[src/flash_cfg_pkg.sv]
// Package with register map, field layout and types of the flash bus config block
package flash_cfg_pkg;
    // Register indices; byte address is four times the index
    localparam logic [7:0] IDX_PROGRAM_CONFIG = 8'h01;
    localparam logic [7:0] IDX_ZONE_CONFIG = 8'h02;
    localparam logic [7:0] IDX_STATIC_ZONE_CONFIG = 8'h03;
    localparam logic [7:0] IDX_CODE_BANK_SELECT = 8'h05;
    localparam logic [7:0] IDX_FLASH_SIZE_SELECT = 8'h07;
    localparam logic [7:0] IDX_FLASH_CLOCK_PRESCALER = 8'h10;
    // Field positions
    localparam int BIT_BANKING_SOURCE = 7;
    localparam int BIT_FAST_READ = 3;
    localparam int BIT_IDLE_BEFORE = 2;
    localparam int BIT_IDLE_AFTER = 1;
    // Reset values
    localparam logic RST_BANKING_SOURCE = 1'b1;
    localparam logic [2:0] RST_WAIT_COUNT = 3'h7;
    localparam logic RST_FAST_READ = 1'b0;
    localparam logic RST_IDLE_BEFORE = 1'b1;
    localparam logic RST_IDLE_AFTER = 1'b1;
    localparam logic [1:0] RST_BANK = 2'h0;
    localparam logic [5:0] RST_SIZE = 6'h3f;
    localparam logic [3:0] RST_DIVIDER = 4'h0;
    // Size codes
    localparam logic [5:0] SIZE_4M = 6'h3f;
    localparam logic [5:0] SIZE_2M = 6'h1f;
    localparam logic [5:0] SIZE_1M = 6'h0f;
    localparam logic [5:0] SIZE_512K = 6'h07;
    localparam logic [5:0] SIZE_256K = 6'h03;
    localparam logic [5:0] SIZE_128K = 6'h01;
    // Read timing in flash clocks
    localparam logic [3:0] FAST_READ_CLOCKS = 4'h1;
    localparam logic [3:0] NORMAL_READ_CLOCKS = 4'h2;
    localparam int FLASH_ADDR_W = 22;
    localparam int COMMON_BANK_BIT = 15;

    typedef struct packed {
        logic code;
        logic [1:0] zone;
        logic [FLASH_ADDR_W-1:0] addr;
    } flash_req_t;

    typedef struct packed {
        logic fast_read_enable;
        logic idle_before_zone_change;
        logic idle_after_zone_change;
        logic [2:0] wait_state_count;
    } timing_cfg_t;
endpackage

[src/flash_bus_config_banking.sv]
// Flash bus configuration, code banking, size decode and flash clock divider
// How it works
// - With fast read off, every normal read holds the flash bus for at least two flash clocks.
// - With fast read on, a normal read finishes in one flash clock.
// - With idle-before set, a cycle whose zone differs from the last one gets one idle clock ahead of it.
// - With idle-after set, one idle clock follows a cycle when the next cycle goes to another zone.
// - The bank select register picks the upper code bank only while the banking source option is one.
// - A code fetch with address bit 15 low goes to the common bank, otherwise to the selected bank.
// - The common bank maps to flash 00_0000h through 00_7FFFh.
// - Banks zero to three map to consecutive 32K regions from 00_8000h up to 02_7FFFh.
// - The two-bit bank field picks banks zero to three by its binary value, reset 00b.
// - The six-bit size field, reset 111111b, selects 4M down to 128K by thermometer code.
// - The flash clock is the core clock divided by the prescaler value plus one.
// - The four-bit prescaler takes 0 to 15 and resets to zero.
// - With fast read on, the wait count has no effect on read timing.
// - With the banking source option zero, the bank comes from two port-1 bits of the core.
`timescale 1ns/1ps
module flash_bus_config_banking (
    input wire logic clk_i,
    input wire logic rst_i,
    input wire logic ce_i,
    input wire logic cyc_i,
    input wire logic stb_i,
    input wire logic we_i,
    input wire logic [9:0] adr_i,
    input wire logic [3:0] sel_i,
    input wire logic [31:0] dat_i,
    output logic [31:0] dat_o,
    output logic ack_o,
    input wire logic req_valid_i,
    input wire flash_cfg_pkg::flash_req_t req_i,
    input wire logic [1:0] port1_bank_i,
    output logic req_ready_o,
    output logic rsp_valid_o,
    output logic [7:0] rsp_data_o,
    output logic flash_tick_o,
    output logic flash_rd_o,
    output logic [flash_cfg_pkg::FLASH_ADDR_W-1:0] flash_addr_o,
    input wire logic [7:0] flash_data_i
);
    import flash_cfg_pkg::*;

    typedef enum logic [1:0] {ST_IDLE, ST_GAP, ST_READ} state_t;

    function automatic logic [FLASH_ADDR_W-1:0] code_map(input logic [15:0] a, input logic [1:0] bank);
        logic [2:0] region;
        region = 3'h0;
        if (a[COMMON_BANK_BIT]) begin
            region = {1'b0, bank} + 3'h1;
        end
        code_map = {4'h0, region, a[14:0]};
    endfunction

    function automatic logic [FLASH_ADDR_W-1:0] size_mask(input logic [5:0] code);
        logic [FLASH_ADDR_W-1:0] m;
        m = '1;
        unique case (code)
            SIZE_2M: m = 22'h1fffff;
            SIZE_1M: m = 22'h0fffff;
            SIZE_512K: m = 22'h07ffff;
            SIZE_256K: m = 22'h03ffff;
            SIZE_128K: m = 22'h01ffff;
            default: m = '1;
        endcase
        size_mask = m;
    endfunction

    // Registers
    logic banking_source_option_r;
    logic [2:0] wait_state_count_r;
    logic fast_read_enable_r;
    logic idle_before_zone_change_r;
    logic idle_after_zone_change_r;
    logic [1:0] code_bank_number_r;
    logic [5:0] flash_size_code_r;
    logic [3:0] flash_clock_divider_r;
    logic ack_r;

    // Bus decode
    wire logic [7:0] reg_idx = adr_i[9:2];
    wire logic bus_req = cyc_i && stb_i && !ack_r;
    wire logic wr_byte0 = bus_req && we_i && sel_i[0] && ce_i;
    wire logic wr_program = wr_byte0 && (reg_idx == IDX_PROGRAM_CONFIG);
    wire logic wr_zone = wr_byte0 && (reg_idx == IDX_ZONE_CONFIG);
    wire logic wr_static = wr_byte0 && (reg_idx == IDX_STATIC_ZONE_CONFIG);
    wire logic wr_bank = wr_byte0 && (reg_idx == IDX_CODE_BANK_SELECT);
    wire logic wr_size = wr_byte0 && (reg_idx == IDX_FLASH_SIZE_SELECT);
    wire logic wr_div = wr_byte0 && (reg_idx == IDX_FLASH_CLOCK_PRESCALER);

    logic [7:0] rd_byte;
    always_comb begin
        rd_byte = 8'h00;
        unique case (reg_idx)
            IDX_PROGRAM_CONFIG: rd_byte[BIT_BANKING_SOURCE] = banking_source_option_r;
            IDX_ZONE_CONFIG: rd_byte[2:0] = wait_state_count_r;
            IDX_STATIC_ZONE_CONFIG: begin
                rd_byte[BIT_FAST_READ] = fast_read_enable_r;
                rd_byte[BIT_IDLE_BEFORE] = idle_before_zone_change_r;
                rd_byte[BIT_IDLE_AFTER] = idle_after_zone_change_r;
            end
            IDX_CODE_BANK_SELECT: rd_byte[1:0] = code_bank_number_r;
            IDX_FLASH_SIZE_SELECT: rd_byte[5:0] = flash_size_code_r;
            IDX_FLASH_CLOCK_PRESCALER: rd_byte[3:0] = flash_clock_divider_r;
            default: rd_byte = 8'h00;
        endcase
    end

    assign ack_o = ack_r;

    always_ff @(posedge clk_i) begin
        if (rst_i) begin
            ack_r <= 1'b0;
            dat_o <= 32'h0000_0000;
        end else if (ce_i) begin
            ack_r <= bus_req;
            dat_o <= {24'h00_0000, rd_byte};
        end
    end

    // Banking source option
    always_ff @(posedge clk_i) begin
        if (rst_i) begin
            banking_source_option_r <= RST_BANKING_SOURCE;
        end else if (wr_program) begin
            banking_source_option_r <= dat_i[BIT_BANKING_SOURCE];
        end
    end

    // Wait count
    always_ff @(posedge clk_i) begin
        if (rst_i) begin
            wait_state_count_r <= RST_WAIT_COUNT;
        end else if (wr_zone) begin
            wait_state_count_r <= dat_i[2:0];
        end
    end

    // Static zone timing bits
    always_ff @(posedge clk_i) begin
        if (rst_i) begin
            fast_read_enable_r <= RST_FAST_READ;
            idle_before_zone_change_r <= RST_IDLE_BEFORE;
            idle_after_zone_change_r <= RST_IDLE_AFTER;
        end else if (wr_static) begin
            fast_read_enable_r <= dat_i[BIT_FAST_READ];
            idle_before_zone_change_r <= dat_i[BIT_IDLE_BEFORE];
            idle_after_zone_change_r <= dat_i[BIT_IDLE_AFTER];
        end
    end

    // Code bank number
    always_ff @(posedge clk_i) begin
        if (rst_i) begin
            code_bank_number_r <= RST_BANK;
        end else if (wr_bank) begin
            code_bank_number_r <= dat_i[1:0];
        end
    end

    // Flash size code
    always_ff @(posedge clk_i) begin
        if (rst_i) begin
            flash_size_code_r <= RST_SIZE;
        end else if (wr_size) begin
            flash_size_code_r <= dat_i[5:0];
        end
    end

    // Prescaler value
    always_ff @(posedge clk_i) begin
        if (rst_i) begin
            flash_clock_divider_r <= RST_DIVIDER;
        end else if (wr_div) begin
            flash_clock_divider_r <= dat_i[3:0];
        end
    end

    // Flash clock divider
    state_t state_r;
    state_t state_nxt;
    logic [3:0] div_cnt_r;
    logic [3:0] div_active_r;
    wire logic tick = (div_cnt_r == div_active_r);

    assign flash_tick_o = tick;

    always_ff @(posedge clk_i) begin
        if (rst_i) begin
            div_cnt_r <= 4'h0;
            div_active_r <= RST_DIVIDER;
        end else if (ce_i) begin
            if (tick) begin
                div_cnt_r <= 4'h0;
                if (state_nxt == ST_IDLE) begin
                    div_active_r <= flash_clock_divider_r;
                end
            end else begin
                div_cnt_r <= div_cnt_r + 4'h1;
            end
        end
    end

    // Request translation
    wire logic [1:0] bank_sel = banking_source_option_r ? code_bank_number_r : port1_bank_i;
    wire logic [FLASH_ADDR_W-1:0] mapped =
        req_i.code ? code_map(req_i.addr[15:0], bank_sel) : req_i.addr;
    wire logic [FLASH_ADDR_W-1:0] masked = mapped & size_mask(flash_size_code_r);

    // Sequencer
    timing_cfg_t cfg_r;
    timing_cfg_t cfg_now;
    logic [1:0] last_zone_r;
    logic after_pending_r;
    logic [3:0] cnt_r;
    wire logic zone_change = (req_i.zone != last_zone_r);

    // Settings captured when a cycle starts
    assign cfg_now.fast_read_enable = fast_read_enable_r;
    assign cfg_now.idle_before_zone_change = idle_before_zone_change_r;
    assign cfg_now.idle_after_zone_change = idle_after_zone_change_r;
    assign cfg_now.wait_state_count = wait_state_count_r;
    wire logic start = req_valid_i && (state_r == ST_IDLE);
    wire logic [1:0] gap_clocks =
        zone_change ? (2'({1'b0, idle_before_zone_change_r}) + 2'({1'b0, after_pending_r})) : 2'h0;
    wire logic [3:0] read_clocks = cfg_r.fast_read_enable ? FAST_READ_CLOCKS
        : NORMAL_READ_CLOCKS + {1'b0, cfg_r.wait_state_count};
    wire logic read_done = (state_r == ST_READ) && tick && (cnt_r == read_clocks - 4'h1);

    assign req_ready_o = (state_r == ST_IDLE);
    assign flash_rd_o = (state_r == ST_READ);

    always_comb begin
        state_nxt = state_r;
        unique case (state_r)
            ST_IDLE: begin
                if (start) begin
                    state_nxt = (gap_clocks != 2'h0) ? ST_GAP : ST_READ;
                end
            end
            ST_GAP: begin
                if (tick && (cnt_r == 4'h1)) begin
                    state_nxt = ST_READ;
                end
            end
            ST_READ: begin
                if (read_done) begin
                    state_nxt = ST_IDLE;
                end
            end
            default: state_nxt = ST_IDLE;
        endcase
    end

    always_ff @(posedge clk_i) begin
        if (rst_i) begin
            state_r <= ST_IDLE;
            cnt_r <= 4'h0;
            cfg_r <= '0;
            last_zone_r <= 2'h0;
            flash_addr_o <= '0;
        end else if (ce_i) begin
            state_r <= state_nxt;
            if (start) begin
                cfg_r <= cfg_now;
                flash_addr_o <= masked;
                last_zone_r <= req_i.zone;
                cnt_r <= {2'h0, gap_clocks};
            end else if (state_r == ST_GAP && tick) begin
                cnt_r <= cnt_r - 4'h1;
            end else if (state_r == ST_READ && tick) begin
                cnt_r <= cnt_r + 4'h1;
            end
            if (state_r == ST_GAP && state_nxt == ST_READ) begin
                cnt_r <= 4'h0;
            end
            if (start && gap_clocks == 2'h0) begin
                cnt_r <= 4'h0;
            end
        end
    end

    // Response and pending idle-after
    always_ff @(posedge clk_i) begin
        if (rst_i) begin
            rsp_valid_o <= 1'b0;
            rsp_data_o <= 8'h00;
            after_pending_r <= 1'b0;
        end else if (ce_i) begin
            rsp_valid_o <= read_done;
            if (read_done) begin
                rsp_data_o <= flash_data_i;
                after_pending_r <= cfg_r.idle_after_zone_change;
            end
        end
    end
endmodule

[config.mk]
export PLATFORM = sky130hd
export DESIGN_NAME = flash_bus_config_banking
export DESIGN_NICKNAME = d
export VERILOG_FILES = /design/src/flash_cfg_pkg.sv /design/src/flash_bus_config_banking.sv
export SDC_FILE = /design/constraint.sdc
export NUM_CORES = 1
export LEC_CHECK = 0
export BUFFER_PORTS_ARGS = -buffer_cell sky130_fd_sc_hd__buf_2
export CAP_MARGIN = 10
export CORE_MARGIN = 3
export CORE_UTILIZATION = 40
export DETAILED_ROUTE_END_ITERATION = 10
export GPL_ROUTABILITY_DRIVEN = 0
export PLACE_DENSITY = 0.72
export SLEW_MARGIN = 20
export SYNTH_ARGS = -nofsm -noshare
export SYNTH_HDL_FRONTEND = slang
export SYNTH_SLANG_ARGS = --single-unit
[constraint.sdc]
create_clock -name clk_i -period 2.65 [get_ports clk_i]
set_clock_uncertainty 0.05 [all_clocks]
set_input_delay 0.1325 -clock clk_i [delete_from_list [all_inputs] [get_ports clk_i]]
set_output_delay 0.1325 -clock clk_i [all_outputs]
set_load 0.02 [all_outputs]
==> impl_metrics.py, run 1 <==
metrics = {
    "timing": {
        "slew_headroom_pct": 66.5,
        "tightest_slew_ns": 0.503,
        "hold_viol": 0,
        "rsz0062_at_grt": "no",
        "max_freq_mhz": 430,
        "period_needed_ns": 2.33,
        "setup_viol": 0,
        "slew_viol_final": 0,
        "period_share_pct": 87.8,
        "fin_setup_tns_ns": 0,
    },
    "routing": {
        "routed_via_density": 5.11,
        "vias": 3773,
        "dr.first_iter.drc_count": 230,
        "firstDrtPassIters": 4,
        "ant_nets": 0,
        "wl_per_cell_um": 13.5,
        "wl_um": 9970,
        "drc": 0,
    },
    "finish": {
        "drive_above_1_share_pct": 23.3,
        "area_growth_syn_to_layout_pct": 25.0,
        "diodes": 0,
        "finalNetCount": 697,
        "nFillCells": 885,
        "fin_cells": 739,
    },
    "floorplanning": {
        "rows": 36,
        "io_pins": 155,
        "fp.dieH_um": 107,
        "dieArea_um2": 11500,
        "die_w_um": 107,
        "start_util_pct": 41.6,
        "coreArea_um2": 9860,
    },
    "logic_synthesis": {
        "synth-seq-cells": 80,
        "synthDistinctLibCells": 66,
        "yosysTopAreaCellShare_pct": 39.0,
        "synth.largest_area_cell": "dfxtp_1",
        "synth.cell_area_um2": 4100,
        "ys.flop_type": "dfxtp_1",
        "synth_edf_count": 0,
        "postSynthCellCount": 481,
        "synth_area_leaders": "dfxtp_1, nand2b_1, nand2_1",
        "synth.avg_cell_area_um2": 8.53,
        "synth_async_sr_flop_share_pct": 0,
        "yosysSeqAreaShare_pct": 39.0,
        "ys_warn_count": 0,
    },
    "setup_path": {
        "cp.arrival_ns": 2.56,
        "crit_type": "register to register",
        "end_kind": "register",
        "cp-start-kind": "register",
        "worstPathRequired_ns": 2.88,
        "critPathMaxFanout": 8,
        "rrSetupSlack_ns": 0.32,
    },
    "pwr": {
        "ir_drop_mv": 0.295,
        "p_leak_uw": 0.00219,
        "sequentialPowerShare_pct": 48.4,
        "power.switching_uw": 761,
        "p_comb_share_pct": 16.8,
        "swShare_pct": 29.0,
        "pwr_density_cell_nw_per_um2": 513,
        "pwr-share-clk_pct": 34.8,
        "power.internal_uw": 1870,
    },
    "grt": {
        "grt_pass1_wl_um": 16700,
        "met3_usage_pct": 4.74,
        "top_usage_layer": "met2",
        "use_met1_pct": 21.9,
        "grt.met2_usage_pct": 29.6,
        "grt_max_degree": 47,
        "grt_usage_pct": 17.5,
        "overflow": 0,
        "grt_pass1_vias": 3752,
        "grt_antenna_before_repair": 0,
    },
    "clock_network": {
        "clock_sinks": 80,
        "numCtsBuffers": 9,
        "clk_path_buf_depth": 2,
        "clock_latency_ns": 0.36,
        "cts_tree": "yes",
        "cts_max_level": 3,
        "root_buffer": "clkbuf_8",
        "clkSlewWorstSetupHoldPaths_ns": 0.09,
    },
    "placement": {
        "io_buffers": 99,
        "place_hpwl_um": 6900,
        "dp_cells": 693,
    },
    "run": {
        "cap_violations": 0,
    },
    "worst_hold_path": {
        "hold_class": "input port to register",
    },
    "status": {
        "status": "finished, final reports clean",
    },
}
==> power groups by stage <==
stage | registers [uW] | clock network (uW) | logic, uW
4_1_cts | 1270 | 944 | 437
3_5_place_dp | 1300 | 0 | 402
2_1_floorplan | 1310 | 0 | 283
5_1_grt | 1280 | 984 | 484
6_report | 1270 | 915 | 441
3_3_place_gp | 1300 | 0 | 392
==> final cells by class <==
type | instances | area (um2) | area share, %
timing repair buffer | 139 | 871 | 17.0
inverter | 4 | 15.0 | 0.293
clock inverter | 7 | 78.8 | 1.54
multi-input combinational | 367 | 2270 | 44.3
clock buffer | 9 | 124 | 2.42
sequential | 80 | 1600 | 31.3
tap | 133 | 166 | 3.25
==> layer usage <==
metal / part of all wire, % / wire, um
met2: 48 / 4750
met4: 1.7 / 168
met1: 44 / 4400
met5: 0 / 0
met3: 6.6 / 654
==> worst paths after layout <==
kind,from,endpoint,cells past startpoint
worst max-delay path,cfg_r[5],rsp_data_o[1],8
worst min-delay path,dat_i[0],code_bank_number_r[0],3
worst max register to register,cfg_r[5],rsp_data_o[1],8
worst min register to register,flash_addr_o[10],flash_addr_o[10],2
==> sequential cells by signal (all words and copies together) (netlist names), 2 cells and up <==
| signal | count |
|---|---|
| flash_addr_o | 22 |
| cnt_r | 4 |
| state_r | 2 |
| div_cnt_r | 4 |
| wait_state_count_r | 3 |
| flash_clock_divider_r | 4 |
| flash_size_code_r | 6 |
| code_bank_number_r | 2 |
| cfg_r | 5 |
| div_active_r | 4 |
| rsp_data_o | 8 |
| last_zone_r | 2 |
| dat_o | 7 |
==> timing repair <==
action	4_1_cts	5_1_grt
resized for setup	0	0
endpoints found under the hold margin	30	0
setup buffers	0	0
hold buffers	30	0
==> synth_stat cells, types with 3 or more instances <==
| cell type | n |
|---|---|
| nor3_1 | 7 |
| and3_1 | 10 |
| buf_4 | 26 |
| nand2b_1 | 40 |
| nand4_1 | 4 |
| and2_1 | 4 |
| clkbuf_1 | 24 |
| a22oi_1 | 4 |
| nor2_1 | 24 |
| nor2b_1 | 10 |
| and4b_1 | 3 |
| o21ai_0 | 5 |
| nand2_1 | 63 |
| a211oi_1 | 3 |
| a21oi_1 | 46 |
| mux2_2 | 4 |
| xnor2_1 | 7 |
| ha_1 | 8 |
| dfxtp_1 | 80 |
| a211o_1 | 7 |
| buf_2 | 3 |
| mux2i_1 | 21 |
| nor3b_1 | 3 |
| nand3_1 | 14 |
| xor2_1 | 4 |
| inv_1 | 3 |
==> layout by cell type (no fill, tap or decap), types with 3 or more instances in the layout <==
cell type,instances
buf_2,99
mux2i_1,21
and3_1,10
xnor2_1,7
nand4_1,4
nor3b_1,3
inv_1,3
clkinvlp_4,3
a21oi_1,46
nand2b_1,40
nand2_1,63
nor3_1,6
ha_1,8
conb_1,25
mux2_2,4
a211oi_1,3
a211o_1,7
nand3_1,14
nor2_1,24
o21ai_0,5
and2_1,4
a22oi_1,4
nor2b_1,10
dfxtp_1,80
buf_4,10
dlygate4sd3_1,30
and4b_1,3
clkbuf_8,9
xor2_1,4
==> critical path, stage by stage (launching register included) <==
cell     delay (ns)
dfxtp_1        0.37
or2_2          0.30
ha_1           0.29
xor2_1         0.14
nand4_1        0.13
or2_1          0.29
nor3_2         0.25
buf_4          0.26
mux2i_1        0.20
==> through the flow <==
step | hold WS [ns] | util [%] | power (uW) | setup WS (ns) | cell area (um2)
final | 0.0178 | 52.0 | 2630 | 0.323 | 5120
after global routing | 0.0219 | 52.0 | 2740 | 0.153 | 5120
after CTS | 0.00613 | 52.0 | 2650 | 0.308 | 5120
after detailed placement | 0.327 | 46.9 | 1700 | 0.326 | 4620
after global placement | 0.324 | 46.9 | 1690 | 0.398 | 4620
after floorplan | 0.200 | - | 1600 | 0.576 | 4190
==> kinds of logic after synthesis <==
family,Yosys count,synth area share (%)
AOI/OAI and AO/OA,94,15.2
buffers and inverters,58,7.96
xor gates and xnor gates,11,2.35
other,1,0.0914
muxes,25,6.22
DFF,80,39.0
and+or+nand+nor,204,26.7
adders and majority gates,8,2.44
No activity file was read; power rests on OpenSTA's default activity.
==> inputs of run 2 (changes only) <==
Settings changed: ABC_AREA set to 1.
==> run 2 against run 1 <==
Against the previous run:
- clock-buffer cell count is 2 higher
- sequential share of layout area is 0.14 points higher
- die area is 0.89% lower
- synthesized cell count is 14% higher
- global-route usage is 0.63 points higher
- largest cell class unchanged
- via count is 3.0% higher
- final cell count is 10% higher
==> impl_metrics.py, run 2 <==
metrics = {
    "setup_path": {
        "cp.arrival_ns": 2.09,
        "worstPathRequired_ns": 2.82,
        "end_kind": "register",
        "critPathMaxFanout": 19,
        "r2r_cells": 10,
        "cp-start-kind": "register",
        "crit_type": "register to register",
    },
    "finish": {
        "largest-register": "flash_addr_o",
        "finalNetCount": 772,
        "largestRegisters": "flash_addr_o x22, rsp_data_o x8, dat_o x7",
        "mostFrequentLayoutCells": "buf_2, nand2_1, dfxtp_1",
        "largest_register_ffs": 22,
        "multi_input_comb_area_um2": 2050,
        "drive_above_1_share_pct": 24.1,
        "seq_area_um2": 1600,
        "diodes": 0,
        "nFillCells": 953,
        "area_growth_syn_to_layout_pct": 25.6,
        "final_common_cell": "buf_2",
    },
    "clock_network": {
        "clk_path_buf_depth": 2,
        "cts_hold_buf": 30,
        "numCtsBuffers": 9,
        "clkSlewWorstSetupHoldPaths_ns": 0.08,
        "postCtsSetupRepairBufs": 0,
        "cts_resized": 0,
        "cts_tree": "yes",
        "root_buffer": "clkbuf_8",
        "clock_latency_ns": 0.35,
        "cts_max_level": 3,
        "clock_sinks": 80,
    },
    "grt": {
        "grt_max_degree": 37,
        "grt_usage_pct": 18.1,
        "grt_pass1_vias": 3860,
        "grt_antenna_before_repair": 0,
        "overflow": 0,
        "grt_pass1_wl_um": 17000,
    },
    "pwr": {
        "pwr-share-clk_pct": 33.9,
        "p_comb_share_pct": 21.5,
        "sequentialPowerShare_pct": 44.7,
        "swShare_pct": 30.6,
        "pwr_density_cell_nw_per_um2": 581,
        "power.internal_uw": 2060,
        "power.switching_uw": 906,
        "ir_drop_mv": 0.354,
        "p_leak_uw": 0.00240,
    },
    "timing": {
        "fin_setup_tns_ns": 0,
        "hold_viol": 0,
        "setup_viol": 0,
        "rsz0062_at_grt": "no",
        "period_share_pct": 72.4,
        "max_freq_mhz": 522,
        "period_needed_ns": 1.92,
        "setup_ws_ns": 0.733,
        "slew_viol_final": 0,
    },
    "logic_synthesis": {
        "synth_async_sr_flop_share_pct": 0,
        "yosysTopAreaCellShare_pct": 39.4,
        "synth-seq-cells": 80,
        "ys_warn_count": 0,
        "synth_edf_count": 0,
        "synthDistinctLibCells": 40,
        "postSynthCellCount": 549,
        "synth.cell_area_um2": 4060,
        "yosysMostFrequentCell": "nand2_1",
        "ys.flop_type": "dfxtp_1",
        "yosysSeqAreaShare_pct": 39.4,
        "synth.largest_area_cell": "dfxtp_1",
        "synth_area_leaders": "dfxtp_1, nand2_1, nor2_1",
        "synth_common_cells": "nand2_1, dfxtp_1, nor2_1",
        "synth.avg_cell_area_um2": 7.40,
    },
    "routing": {
        "wl_um": 10100,
        "firstDrtPassIters": 5,
        "dr.first_iter.drc_count": 180,
        "ant_nets": 0,
        "drc": 0,
        "routed_via_density": 4.78,
        "wl_per_cell_um": 12.4,
        "vias": 3887,
    },
    "worst_hold_path": {
        "hold_depth": 3,
        "hold_class": "input port to register",
    },
    "floorplanning": {
        "dieArea_um2": 11400,
        "coreArea_um2": 9820,
        "rows": 36,
        "fp.dieH_um": 107,
        "io_pins": 155,
        "start_util_pct": 41.4,
        "die_w_um": 107,
    },
    "placement": {
        "preCtsSetupSlack_ns": 0.714,
        "place_hpwl_um": 7010,
        "io_buffers": 99,
    },
    "run": {
        "cap_violations": 0,
    },
    "status": {
        "status": "finished, final reports clean",
    },
}
==> run 2: cell types whose count changed in the layout (fill, tap and decap cells not counted), sizes merged, moves of 16 or more <==
cell / delta
nor2: +60
inv: +53
mux2i: -21
nand2: +29
nand2b: -40
o21ai: +51
nand3: +16
==> run 2: cell families (layout without fill, tap and decap cells) <==
family                   Yosys count  count (layout)  share of synthesized area (%)
AO/OA/AOI/OAI                    121             121                           17.7
XOR/XNOR                           9               9                           1.94
adder cells (fa/ha/maj)            8               8                           2.46
buffers and inverters            103             211                           12.4
flip-flops                        80              80                           39.4
multiplexers                       2               2                          0.554
other                              1              25                         0.0923
AND/OR/NAND/NOR                  225             225                           25.5
==> run 2: layout make-up <==
cell class	instances	area share, %
multi-input cells	390	40.1
well taps	133	3.26
inverters	61	4.49
clock buffers	11	2.77
flip-flops and latches	80	31.4
repair buffers	134	16.4
clock inverters	5	1.57
==> run 2: stage by stage <==
stage               util (%)  instance area, um2  total power, uW  hold WS, ns  cells
global placement        46.5                4570             1930        0.285    767
global route            52.0                5100             3130      0.00860    814
floorplan                  -                4150             1800        0.155    573
detailed placement      46.5                4570             1940        0.291    767
CTS                     51.9                5090             2990    0.0000413    813
finish                  52.0                5100             2960       0.0171    814
==> run 2: routing by layer <==
metal | track usage [%] | wire length (um) | up-vias
li1 | - | - | 2006
met1 | 22.8 | 4500 | 1744
met2 | 30.8 | 4780 | 128
met3 | 4.52 | 702 | 9
met4 | 5.30 | 93 | 0
met5 | 0 | 0 | -
==> run 2: power groups by stage <==
stage | Combinational [uW] | Clock (uW) | Sequential (uW)
after global placement | 581 | 0 | 1350
after global routing | 715 | 1080 | 1330
after floorplan | 422 | 0 | 1380
after CTS | 634 | 1040 | 1320
final | 636 | 1000 | 1320
after detailed placement | 594 | 0 | 1350
==> run 2: worst paths after layout <==
kind                            slack (ns)            start             to
worst max-delay path                  0.73         cfg_r[5]  rsp_data_o[0]
worst min-delay path                  0.02  flash_data_i[0]  rsp_data_o[0]
worst max register to register        0.73         cfg_r[5]  rsp_data_o[0]
worst min register to register        0.42    rsp_data_o[6]  rsp_data_o[6]
==> run 2: worst max-delay path, stage by stage, from the launching register on <==
cell and delay, ns:
dfxtp_1 0.34, inv_1 0.09, nand2_1 0.06, ha_1 0.28, xnor2_1 0.16, nor2_4 0.12
nand2_2 0.07, nor2_4 0.13, nand3_4 0.23, nor2_1 0.21, a211oi_2 0.04
